--- config.mk ---
export PLATFORM = sky130hd
export DESIGN_NAME = regulator_ctrl_regs
export DESIGN_NICKNAME = d
export VERILOG_FILES = /design/src/pkg/regulator_ctrl_pkg.sv /design/src/hw/regulator_ctrl_regs.sv /design/src/hw/rail_ctrl_reg.sv /design/src/hw/otp_loader.sv
export SDC_FILE = /design/constraint.sdc
export NUM_CORES = 1
export LEC_CHECK = 0
export BUFFER_PORTS_ARGS = -buffer_cell sky130_fd_sc_hd__buf_2
export CAP_MARGIN = 0
export CORE_ASPECT_RATIO = 1.2
export CORE_MARGIN = 3
export CORE_UTILIZATION = 50
export CTS_CLUSTER_SIZE = 16
export DETAILED_ROUTE_END_ITERATION = 10
export PLACE_DENSITY = 0.84
export SETUP_SLACK_MARGIN = 0.02
export SLEW_MARGIN = 10
export SYNTH_ARGS = -nofsm -noshare
export SYNTH_HDL_FRONTEND = slang
export SYNTH_SLANG_ARGS = --single-unit
--- constraint.sdc ---
create_clock -name clock_i -period 2.6 [get_ports clock_i]
set_input_delay 0.52 -clock clock_i [delete_from_list [all_inputs] [get_ports clock_i]]
set_output_delay 0.52 -clock clock_i [all_outputs]
set_load 0.02 [all_outputs]
--- src/pkg/regulator_ctrl_pkg.sv ---
// package: register map, field layout and reset values of the rail control bank
// Operation
// - rail b bit 7: enable-pin turn-off sends rail off (0) or to sleep (1).
// - rail b bit 6: 1 allows low-power mode, 0 forbids it.
// - rail b bit 5: 1 turns rail off in standby, 0 keeps it on.
// - rail b bit 4: rail enable, 1 on, 0 off.
// - rail b bits 3:0: four-bit output voltage code.
// - card rail register sits at 0x6E, read and write any time; accesses are ignored until otp defaults are in.
// - card rail bit 7: enable-pin turn-off sends rail off or to sleep.
// - card rail bit 6: low-power mode permitted when set.
// - card rail bit 5: rail off during standby when set.
// - card rail bit 4: regulator enable.
// - card rail bits 1:0 voltage code; bits 3:2 unimplemented, zero.
// - 3.3 V rail register sits at 0x6F, read and write any time; accesses are ignored until otp defaults are in.
// - 3.3 V rail bit 7: enable-pin turn-off sends rail off or to sleep.
// - 3.3 V rail bit 6: low-power mode permitted when set.
// - 3.3 V rail bit 5: rail off during standby when set.
// - 3.3 V rail bit 4: regulator enable.
// - 3.3 V rail bits 1:0 voltage code; bits 3:2 reserved, zero.
// - reset clears mode, low-power, standby bits; enable and voltage from otp.
package regulator_ctrl_pkg;
	localparam logic [7:0] ADDR_RAIL_B = 8'h006D;
	localparam logic [7:0] ADDR_CARD = 8'h006E;
	localparam logic [7:0] ADDR_3V3 = 8'h006F;
	localparam logic [3:0] PAGE_FUNCTIONAL = 4'h0;
	localparam int BIT_OFF_MODE = 7;
	localparam int BIT_LOWPOWER = 6;
	localparam int BIT_STANDBY = 5;
	localparam int BIT_ENABLE = 4;
	// writable bit masks per register; zero bits are reserved
	localparam logic [7:0] MASK_RAIL_B = 8'h00FF;
	localparam logic [7:0] MASK_NARROW = 8'h00F3;
	localparam logic [7:0] RESET_FIXED = 8'h0000;

	// one rail's decoded controls
	typedef struct packed {
		logic off_mode;
		logic lowpower_en;
		logic standby_off;
		logic enable;
		logic [3:0] voltage_sel;
	} rail_ctrl_s;

	// register access request from the serial port engine
	typedef struct packed {
		logic wr;
		logic rd;
		logic [7:0] addr;
		logic [7:0] wdata;
	} reg_req_s;
endpackage : regulator_ctrl_pkg

--- src/hw/regulator_ctrl_regs.sv ---
// rail control register bank: second linear rail, card-supply rail, 3.3 v rail
`timescale 1ns/1ns
module regulator_ctrl_regs (
	input wire logic clock_i,
	input wire logic reset_i,
	input regulator_ctrl_pkg::reg_req_s req_i,
	input wire logic [3:0] page_i,
	input wire logic [4:0] otp_rail_b_i,
	input wire logic [2:0] otp_card_i,
	input wire logic [2:0] otp_3v3_i,
	output logic [7:0] rdata_o,
	output logic rvalid_o,
	output logic ready_o,
	output regulator_ctrl_pkg::rail_ctrl_s rail_b_o,
	output regulator_ctrl_pkg::rail_ctrl_s card_rail_o,
	output regulator_ctrl_pkg::rail_ctrl_s rail_3v3_o
);
	logic load;
	logic loaded;
	logic page_ok;
	logic [2:0] hit;
	logic [7:0] val_b;
	logic [7:0] val_card;
	logic [7:0] val_3v3;
	logic [7:0] rdata_q;
	logic rvalid_q;
	logic ready_q;
	regulator_ctrl_pkg::rail_ctrl_s rail_b_q;
	regulator_ctrl_pkg::rail_ctrl_s card_q;
	regulator_ctrl_pkg::rail_ctrl_s v33_q;

	// register word to decoded fields; used for all three rails
	function automatic regulator_ctrl_pkg::rail_ctrl_s unpack(input logic [7:0] w);
		regulator_ctrl_pkg::rail_ctrl_s r;
		r.off_mode = w[regulator_ctrl_pkg::BIT_OFF_MODE];
		r.lowpower_en = w[regulator_ctrl_pkg::BIT_LOWPOWER];
		r.standby_off = w[regulator_ctrl_pkg::BIT_STANDBY];
		r.enable = w[regulator_ctrl_pkg::BIT_ENABLE];
		r.voltage_sel = w[3:0];
		return r;
	endfunction : unpack

	otp_loader u_loader (
		.clock_i(clock_i),
		.reset_i(reset_i),
		.load_o(load),
		.done_o(loaded)
	);

	// only the functional page reaches this bank
	assign page_ok = (page_i == regulator_ctrl_pkg::PAGE_FUNCTIONAL);
	assign hit[0] = page_ok && (req_i.addr == regulator_ctrl_pkg::ADDR_RAIL_B);
	assign hit[1] = page_ok && (req_i.addr == regulator_ctrl_pkg::ADDR_CARD);
	assign hit[2] = page_ok && (req_i.addr == regulator_ctrl_pkg::ADDR_3V3);

	rail_ctrl_reg #(.WMASK(regulator_ctrl_pkg::MASK_RAIL_B)) u_rail_b (
		.clock_i(clock_i),
		.reset_i(reset_i),
		.otp_i(otp_rail_b_i),
		.load_i(load),
		.we_i(req_i.wr && hit[0] && loaded),
		.wdata_i(req_i.wdata),
		.value_o(val_b)
	);

	rail_ctrl_reg #(.WMASK(regulator_ctrl_pkg::MASK_NARROW)) u_card (
		.clock_i(clock_i),
		.reset_i(reset_i),
		.otp_i({otp_card_i[2], 2'b00, otp_card_i[1:0]}),
		.load_i(load),
		.we_i(req_i.wr && hit[1] && loaded),
		.wdata_i(req_i.wdata),
		.value_o(val_card)
	);

	rail_ctrl_reg #(.WMASK(regulator_ctrl_pkg::MASK_NARROW)) u_3v3 (
		.clock_i(clock_i),
		.reset_i(reset_i),
		.otp_i({otp_3v3_i[2], 2'b00, otp_3v3_i[1:0]}),
		.load_i(load),
		.we_i(req_i.wr && hit[2] && loaded),
		.wdata_i(req_i.wdata),
		.value_o(val_3v3)
	);

	// read data registered; unmapped or wrong-page reads return zero
	always_ff @(posedge clock_i) begin
		if (reset_i) begin
			rdata_q <= 8'h0000;
			rvalid_q <= 1'b0;
		end else begin
			rvalid_q <= req_i.rd && loaded;
			if (req_i.rd && loaded) begin
				unique case (1'b1)
					hit[0]: rdata_q <= val_b;
					hit[1]: rdata_q <= val_card;
					hit[2]: rdata_q <= val_3v3;
					default: rdata_q <= 8'h0000;
				endcase
			end
		end
	end

	// ready rises one cycle after otp defaults are in; accesses before the defaults are in are ignored
	always_ff @(posedge clock_i) begin
		if (reset_i) begin
			ready_q <= 1'b0;
		end else begin
			ready_q <= loaded;
		end
	end

	// field outputs registered so they come straight from flops
	always_ff @(posedge clock_i) begin
		if (reset_i) begin
			rail_b_q <= '0;
			card_q <= '0;
			v33_q <= '0;
		end else begin
			rail_b_q <= unpack(val_b);
			card_q <= unpack(val_card);
			v33_q <= unpack(val_3v3);
		end
	end

	assign rdata_o = rdata_q;
	assign rvalid_o = rvalid_q;
	assign ready_o = ready_q;
	assign rail_b_o = rail_b_q;
	assign card_rail_o = card_q;
	assign rail_3v3_o = v33_q;

	// written value appears on field outputs two cycles later
	property p_card_write;
		@(posedge clock_i) disable iff (reset_i)
		(req_i.wr && hit[1] && loaded) |-> ##2
			(card_rail_o.enable == $past(req_i.wdata[4], 2)); 
	endproperty
	a_card_write: assert property (p_card_write) else $error("card enable not written");

	property p_card_resv;
		@(posedge clock_i) disable iff (reset_i) val_card[3:2] == 2'b00;
	endproperty
	a_card_resv: assert property (p_card_resv) else $error("card reserved bits set");

	property p_3v3_resv;
		@(posedge clock_i) disable iff (reset_i) val_3v3[3:2] == 2'b00;
	endproperty
	a_3v3_resv: assert property (p_3v3_resv) else $error("3v3 reserved bits set");

	property p_b_mode;
		@(posedge clock_i) disable iff (reset_i)
		(req_i.wr && hit[0] && loaded) |-> ##2 (rail_b_o.off_mode == $past(req_i.wdata[7], 2));
	endproperty
	a_b_mode: assert property (p_b_mode) else $error("rail b off mode wrong");

	property p_b_volt;
		@(posedge clock_i) disable iff (reset_i)
		(req_i.wr && hit[0] && loaded) |-> ##1 (val_b[3:0] == $past(req_i.wdata[3:0]));
	endproperty
	a_b_volt: assert property (p_b_volt) else $error("rail b voltage wrong");

	property p_3v3_lp;
		@(posedge clock_i) disable iff (reset_i)
		(req_i.wr && hit[2] && loaded) |-> ##1 (val_3v3[6:5] == $past(req_i.wdata[6:5]));
	endproperty
	a_3v3_lp: assert property (p_3v3_lp) else $error("3v3 lowpower or standby wrong");

	property p_load_clear;
		@(posedge clock_i) disable iff (reset_i)
		load |-> ##1 (val_card[7:5] == 3'b000 && val_b[7:5] == 3'b000);
	endproperty
	a_load_clear: assert property (p_load_clear) else $error("mode bits not clear at load");

	property p_read_card;
		@(posedge clock_i) disable iff (reset_i)
		(req_i.rd && hit[1] && loaded) |=> (rvalid_o && rdata_o == $past(val_card));
	endproperty
	a_read_card: assert property (p_read_card) else $error("card read wrong");

	property p_page;
		@(posedge clock_i) disable iff (reset_i)
		(req_i.rd && !page_ok && loaded) |=> (rdata_o == 8'h0000);
	endproperty
	a_page: assert property (p_page) else $error("off-page read not zero");

	// every field of every rail reaches its output two cycles after the write is taken
	property p_b_lowpower;
		@(posedge clock_i) disable iff (reset_i)
		(req_i.wr && hit[0] && loaded) |-> ##2
			(rail_b_o.lowpower_en == $past(req_i.wdata[6], 2));
	endproperty
	a_b_lowpower: assert property (p_b_lowpower) else $error("rail b lowpower wrong");

	property p_b_standby;
		@(posedge clock_i) disable iff (reset_i)
		(req_i.wr && hit[0] && loaded) |-> ##2
			(rail_b_o.standby_off == $past(req_i.wdata[5], 2));
	endproperty
	a_b_standby: assert property (p_b_standby) else $error("rail b standby wrong");

	property p_b_enable;
		@(posedge clock_i) disable iff (reset_i)
		(req_i.wr && hit[0] && loaded) |-> ##2
			(rail_b_o.enable == $past(req_i.wdata[4], 2));
	endproperty
	a_b_enable: assert property (p_b_enable) else $error("rail b enable wrong");

	property p_b_volt_out;
		@(posedge clock_i) disable iff (reset_i)
		(req_i.wr && hit[0] && loaded) |-> ##2
			(rail_b_o.voltage_sel == $past(req_i.wdata[3:0], 2));
	endproperty
	a_b_volt_out: assert property (p_b_volt_out) else $error("rail b volt out wrong");

	property p_card_mode;
		@(posedge clock_i) disable iff (reset_i)
		(req_i.wr && hit[1] && loaded) |-> ##2
			(card_rail_o.off_mode == $past(req_i.wdata[7], 2));
	endproperty
	a_card_mode: assert property (p_card_mode) else $error("card off mode wrong");

	property p_card_lowpower;
		@(posedge clock_i) disable iff (reset_i)
		(req_i.wr && hit[1] && loaded) |-> ##2
			(card_rail_o.lowpower_en == $past(req_i.wdata[6], 2));
	endproperty
	a_card_lowpower: assert property (p_card_lowpower) else $error("card lowpower wrong");

	property p_card_standby;
		@(posedge clock_i) disable iff (reset_i)
		(req_i.wr && hit[1] && loaded) |-> ##2
			(card_rail_o.standby_off == $past(req_i.wdata[5], 2));
	endproperty
	a_card_standby: assert property (p_card_standby) else $error("card standby wrong");

	// narrow rails must show zero in 3:2 whatever was written there
	property p_card_volt;
		@(posedge clock_i) disable iff (reset_i)
		(req_i.wr && hit[1] && loaded) |-> ##2
			(card_rail_o.voltage_sel == {2'b00, $past(req_i.wdata[1:0], 2)});
	endproperty
	a_card_volt: assert property (p_card_volt) else $error("card volt wrong");

	property p_3v3_mode;
		@(posedge clock_i) disable iff (reset_i)
		(req_i.wr && hit[2] && loaded) |-> ##2
			(rail_3v3_o.off_mode == $past(req_i.wdata[7], 2));
	endproperty
	a_3v3_mode: assert property (p_3v3_mode) else $error("3v3 off mode wrong");

	property p_3v3_lowpower;
		@(posedge clock_i) disable iff (reset_i)
		(req_i.wr && hit[2] && loaded) |-> ##2
			(rail_3v3_o.lowpower_en == $past(req_i.wdata[6], 2));
	endproperty
	a_3v3_lowpower: assert property (p_3v3_lowpower) else $error("3v3 lowpower wrong");

	property p_3v3_standby;
		@(posedge clock_i) disable iff (reset_i)
		(req_i.wr && hit[2] && loaded) |-> ##2
			(rail_3v3_o.standby_off == $past(req_i.wdata[5], 2));
	endproperty
	a_3v3_standby: assert property (p_3v3_standby) else $error("3v3 standby wrong");

	property p_3v3_enable;
		@(posedge clock_i) disable iff (reset_i)
		(req_i.wr && hit[2] && loaded) |-> ##2
			(rail_3v3_o.enable == $past(req_i.wdata[4], 2));
	endproperty
	a_3v3_enable: assert property (p_3v3_enable) else $error("3v3 enable wrong");

	property p_3v3_volt;
		@(posedge clock_i) disable iff (reset_i)
		(req_i.wr && hit[2] && loaded) |-> ##2
			(rail_3v3_o.voltage_sel == {2'b00, $past(req_i.wdata[1:0], 2)});
	endproperty
	a_3v3_volt: assert property (p_3v3_volt) else $error("3v3 volt wrong");

	// reads of the other two rails, idle rvalid, reset state and otp load
	property p_read_b;
		@(posedge clock_i) disable iff (reset_i)
		(req_i.rd && hit[0] && loaded) |=>
			(rvalid_o && rdata_o == $past(val_b));
	endproperty
	a_read_b: assert property (p_read_b) else $error("rail b read wrong");

	property p_read_3v3;
		@(posedge clock_i) disable iff (reset_i)
		(req_i.rd && hit[2] && loaded) |=>
			(rvalid_o && rdata_o == $past(val_3v3));
	endproperty
	a_read_3v3: assert property (p_read_3v3) else $error("3v3 read wrong");

	property p_rvalid_idle;
		@(posedge clock_i) disable iff (reset_i)
		!(req_i.rd && loaded) |=>
			!rvalid_o;
	endproperty
	a_rvalid_idle: assert property (p_rvalid_idle) else $error("rvalid without read");

	property p_reset_clear;
		@(posedge clock_i)
		reset_i |=> (rail_b_o == '0 && card_rail_o == '0 && rail_3v3_o == '0
			&& !ready_o && !rvalid_o && rdata_o == 8'h00);
	endproperty
	a_reset_clear: assert property (p_reset_clear) else $error("outputs not clear in reset");

	property p_load_otp;
		@(posedge clock_i) disable iff (reset_i)
		load |=> (val_b[4:0] == $past(otp_rail_b_i) && val_card[4] == $past(otp_card_i[2])
			&& val_3v3[4] == $past(otp_3v3_i[2]) && val_3v3[1:0] == $past(otp_3v3_i[1:0]));
	endproperty
	a_load_otp: assert property (p_load_otp) else $error("otp defaults not loaded");

	property p_ready_level;
		@(posedge clock_i) disable iff (reset_i)
		loaded |=>
			ready_o;
	endproperty
	a_ready_level: assert property (p_ready_level) else $error("ready low after load");

	c_wr_card: cover property (@(posedge clock_i) req_i.wr && hit[1] && loaded);
	c_rd_3v3: cover property (@(posedge clock_i) req_i.rd && hit[2] && loaded);
	c_wr_b: cover property (@(posedge clock_i) req_i.wr && hit[0] && loaded);
	c_load: cover property (@(posedge clock_i) load);
	c_rd_off_page: cover property (@(posedge clock_i) req_i.rd && !page_ok && loaded);
endmodule : regulator_ctrl_regs

--- src/hw/rail_ctrl_reg.sv ---
// one eight-bit rail control register with otp-loaded reset fields
`timescale 1ns/1ns
module rail_ctrl_reg #(
	parameter logic [7:0] WMASK = 8'h00FF
) (
	input wire logic clock_i,
	input wire logic reset_i,
	input wire logic [4:0] otp_i,
	input wire logic load_i,
	input wire logic we_i,
	input wire logic [7:0] wdata_i,
	output logic [7:0] value_o
);
	logic [7:0] value_q;
	logic [7:0] otp_word;

	// otp gives enable then voltage code; masked so narrow rails keep 3:2 at zero
	assign otp_word = {3'b000, otp_i} & WMASK;

	// reset clears mode bits to a constant; otp is taken by a clocked load after release
	always_ff @(posedge clock_i) begin
		if (reset_i) begin
			value_q <= regulator_ctrl_pkg::RESET_FIXED;
		end else if (load_i) begin
			value_q <= otp_word;
		end else if (we_i) begin
			value_q <= wdata_i & WMASK;
		end
	end

	assign value_o = value_q;
endmodule : rail_ctrl_reg

--- src/hw/otp_loader.sv ---
// one-shot strobe that loads otp defaults on the first cycle after reset
`timescale 1ns/1ns
module otp_loader (
	input wire logic clock_i,
	input wire logic reset_i,
	output logic load_o,
	output logic done_o
);
	logic done_q;
	logic load_q;

	// pulse once after release, then hold done
	always_ff @(posedge clock_i) begin
		if (reset_i) begin
			done_q <= 1'b0;
			load_q <= 1'b0;
		end else begin
			load_q <= ~done_q;
			done_q <= 1'b1;
		end
	end

	assign load_o = load_q;
	assign done_o = done_q & ~load_q;
endmodule : otp_loader

==> flow_summary_export.csv <==
group,metric,value,unit
clock_tree,cts_resized,0,
power_and_ir_drop,p_leak,1.21,nW
timing,tns,0,ns
critical_path,path_cells,"buf_2 -> or4_4 -> or4_1 -> mux2_4 -> nor3_2",
timing,worstMarginPinSlew,0.520,ns
global_routing,grt_pass1_wl,7190,microns
synthesis,synth_cells,206,
timing,setup_viol,0,
synthesis,synth_top_family_by_area,"simple AND/OR/NAND/NOR gates",
timing,setup_slack,0.430,ns
finish,final_cell_mix,"buf_2 (64), dfxtp_1 (52), nor2b_1 (28)",
flow_run,drv_cap,0,
timing,fmax,461,MHz
global_routing,grtUsageMet2,32.6,%
global_routing,met3_usage,3.76,%
global_routing,antenna_found_initial,0,
synthesis,syn_area_per_cell,10.3,sq um
die,dieArea,5070,sq um
power_and_ir_drop,vdd_drop_max,0.000409,V
synthesis,ys_warn_count,0,
critical_path,arrival,2.41,ns
critical_path,crit_path_start_kind,"primary input",
placed_design,port-buffer-count,64,
critical_path,cp-end-kind,"register",
status,status,"complete, no violations",
global_routing,grt_pass1_vias,1579,
routing,vias_per_cell,5.13,
clock_tree,cts_sinks,52,
routing,routed_wl,4520,microns
synthesis,synth-seq-cells,52,
global_routing,grt-ovfl-total,0,
synthesis,synth_ff_type,"dfxtp_1",
placed_design,dp_hpwl,3320,microns
critical_path,slowest_delay,0.72,ns
clock_tree,cts-root-buf,"clkbuf_8",
clock_tree,clk_pin_slew_worst_paths,0.09,ns
routing,first_pass_iters,4,
timing,relSlewSlack,65.3,%
clock_tree,cts_tree,"built",
synthesis,synthAdderAreaFrac,0,%
synthesis,synth_mux_area_share,11.3,%
timing,slew_violations,0,
finish,filler_cell_count,379,
clock_tree,ctsHtreeMaxLevel,2,
die,rows,25,
hold_path,hold_path.class,"primary input to register",
synthesis,seq_area_frac_synth,49.0,%
critical_path,ff2ff_path_depth,4,
die,dieHeight,77.4,microns
clock_tree,post_cts_buffers,0,
routing,wl_per_cell,13.9,microns
routing,ant_nets,0,
synthesis,synth_edf_count,0,
placed_design,place_congestion,0.788,
die,die_x,65.5,microns
routing,drtIter0Drc,74,
finish,final_common_cell,"buf_2",
routing,via_count,1666,
global_routing,grtUsageTotal,18.5,%
synthesis,async_reset_ff_share,0,%
finish,diodes,0,
power_and_ir_drop,power_density,599,nW/um^2
synthesis,synthSimpleGateAreaFrac,25.4,%
placed_design,post_dp_cell_area,2480,sq um
die,ios,69,
global_routing,grt-busiest-layer,"met2",
finish,postLayoutCellArea,2600,sq um
finish,area_growth,22.3,%
routing,drcViolationCount,0,
die,fp.coreArea,4000,sq um
synthesis,synth_area,2130,sq um
critical_path,path_max_fanout,5,
synthesis,synth_compound_area_share,8.65,%
critical_path,required,2.84,ns
finish,nets,305,
clock_tree,ctsHoldBuffers,0,
timing,hold_violations,0,
timing,fin_worst_skew,0.00386,ns
clock_tree,cts_buffers,5,
placed_design,pre_cts_slack,0.114,ns
finish,drive_above_1_share,35.4,%
synthesis,synthXorXnorAreaFrac,0,%
clock_tree,clockBufferDepth,2,
global_routing,grt_start_max_net_pins,32,
timing,fin_crit,2.17,ns
hold_path,hold_depth,2,
critical_path,worstSetupPathType,"primary input to register",
timing,rsz0062_at_grt,"false",
critical_path,crit_path_top_delay_cell,"or4_1",
clock_tree,clock_latency,0.30,ns
global_routing,grt_util_met1,20.6,%
timing,period_share,83.5,%
synthesis,ys_types,35,
power_and_ir_drop,power,1.56,mW
die,initial_core_util,53.1,%
## cells by family (layout without fill, tap and decap cells)
logic type | count (synthesis) | count (layout)
buf+inv | 23 | 85
compound gates | 22 | 22
mux | 21 | 21
flops | 52 | 52
other cells | 1 | 4
simple gates | 87 | 87
## Yosys cell counts, types with 5 or more instances
cell	number	area (sq um)
nor2b_1	28	175
mux2_4	6	90.1
nor3_2	6	60.1
o2bb2ai_1	6	52.6
nor2_1	26	97.6
mux2i_1	15	150
clkbuf_1	7	26.3
a22oi_1	6	45.0
nand2_1	5	18.8
dfxtp_1	52	1040
inv_1	7	26.3
## per-stage QoR
stage | hold WS [ns] | std cells | util, %
finish | 0.446 | 325 | 64.9
global route | 0.454 | 325 | 64.9
CTS | 0.442 | 325 | 64.9
detailed placement | 0.463 | 317 | 61.9
global placement | 0.454 | 317 | 61.9
floorplan | 0.445 | 209 | -
## cell type report
| type | instances | area [sq um] | share of cell area (%) |
|---|---|---|---|
| clock inverter | 2 | 38.8 | 1.49 |
| inverter | 7 | 26.3 | 1.01 |
| multi-input combinational | 134 | 978 | 37.6 |
| clock buffer | 6 | 82.6 | 3.18 |
| timing repair buffer | 70 | 365 | 14.1 |
| sequential | 52 | 1040 | 40.0 |
| tap | 54 | 67.6 | 2.60 |
## worst max-delay path, delay by kind of cell
family	cells	cell delay [ns]
and+or+nand+nor	3	1.43
muxes	1	0.36
buffers and inverters	1	0.09
## where the power goes
| part | total (mW) | internal (mW) | switching (mW) |
|---|---|---|---|
| Clock | 0.575 | 0.315 | 0.260 |
| Sequential | 0.830 | 0.817 | 0.0127 |
| Combinational | 0.151 | 0.0679 | 0.0836 |
## worst paths after layout
check	from	end	slack (ns)
worst max-delay path	page_i[1]	u_3v3.value_o[1]$_SDFFE_PP0P_	0.43
worst min-delay path	req_i[16]	rvalid_o$_SDFF_PP0_	0.45
worst max register to register	u_loader.done_q$_DFF_P_	u_rail_b.value_o[3]$_SDFFE_PP0P_	0.53
worst min register to register	rdata_o[3]$_SDFFE_PP0P_	rdata_o[3]$_SDFFE_PP0P_	0.48
## layer usage
metal  up-vias  wire [microns]
li1        832               -
met1       760            1880
met2        65            2240
met3         9             295
met4         0             105
met5         -               0
## state kept, by name, indices dropped and copies added, names as in the netlist
register          flops
u_3v3.value_o         6
rail_3v3_o            6
u_rail_b.value_o      8
u_card.value_o        6
ready_o               1
u_loader.done_q       1
rvalid_o              1
rdata_o               8
u_loader.load_o       1
card_rail_o           6
rail_b_o              8
No activity file was read; power rests on OpenSTA's default activity.
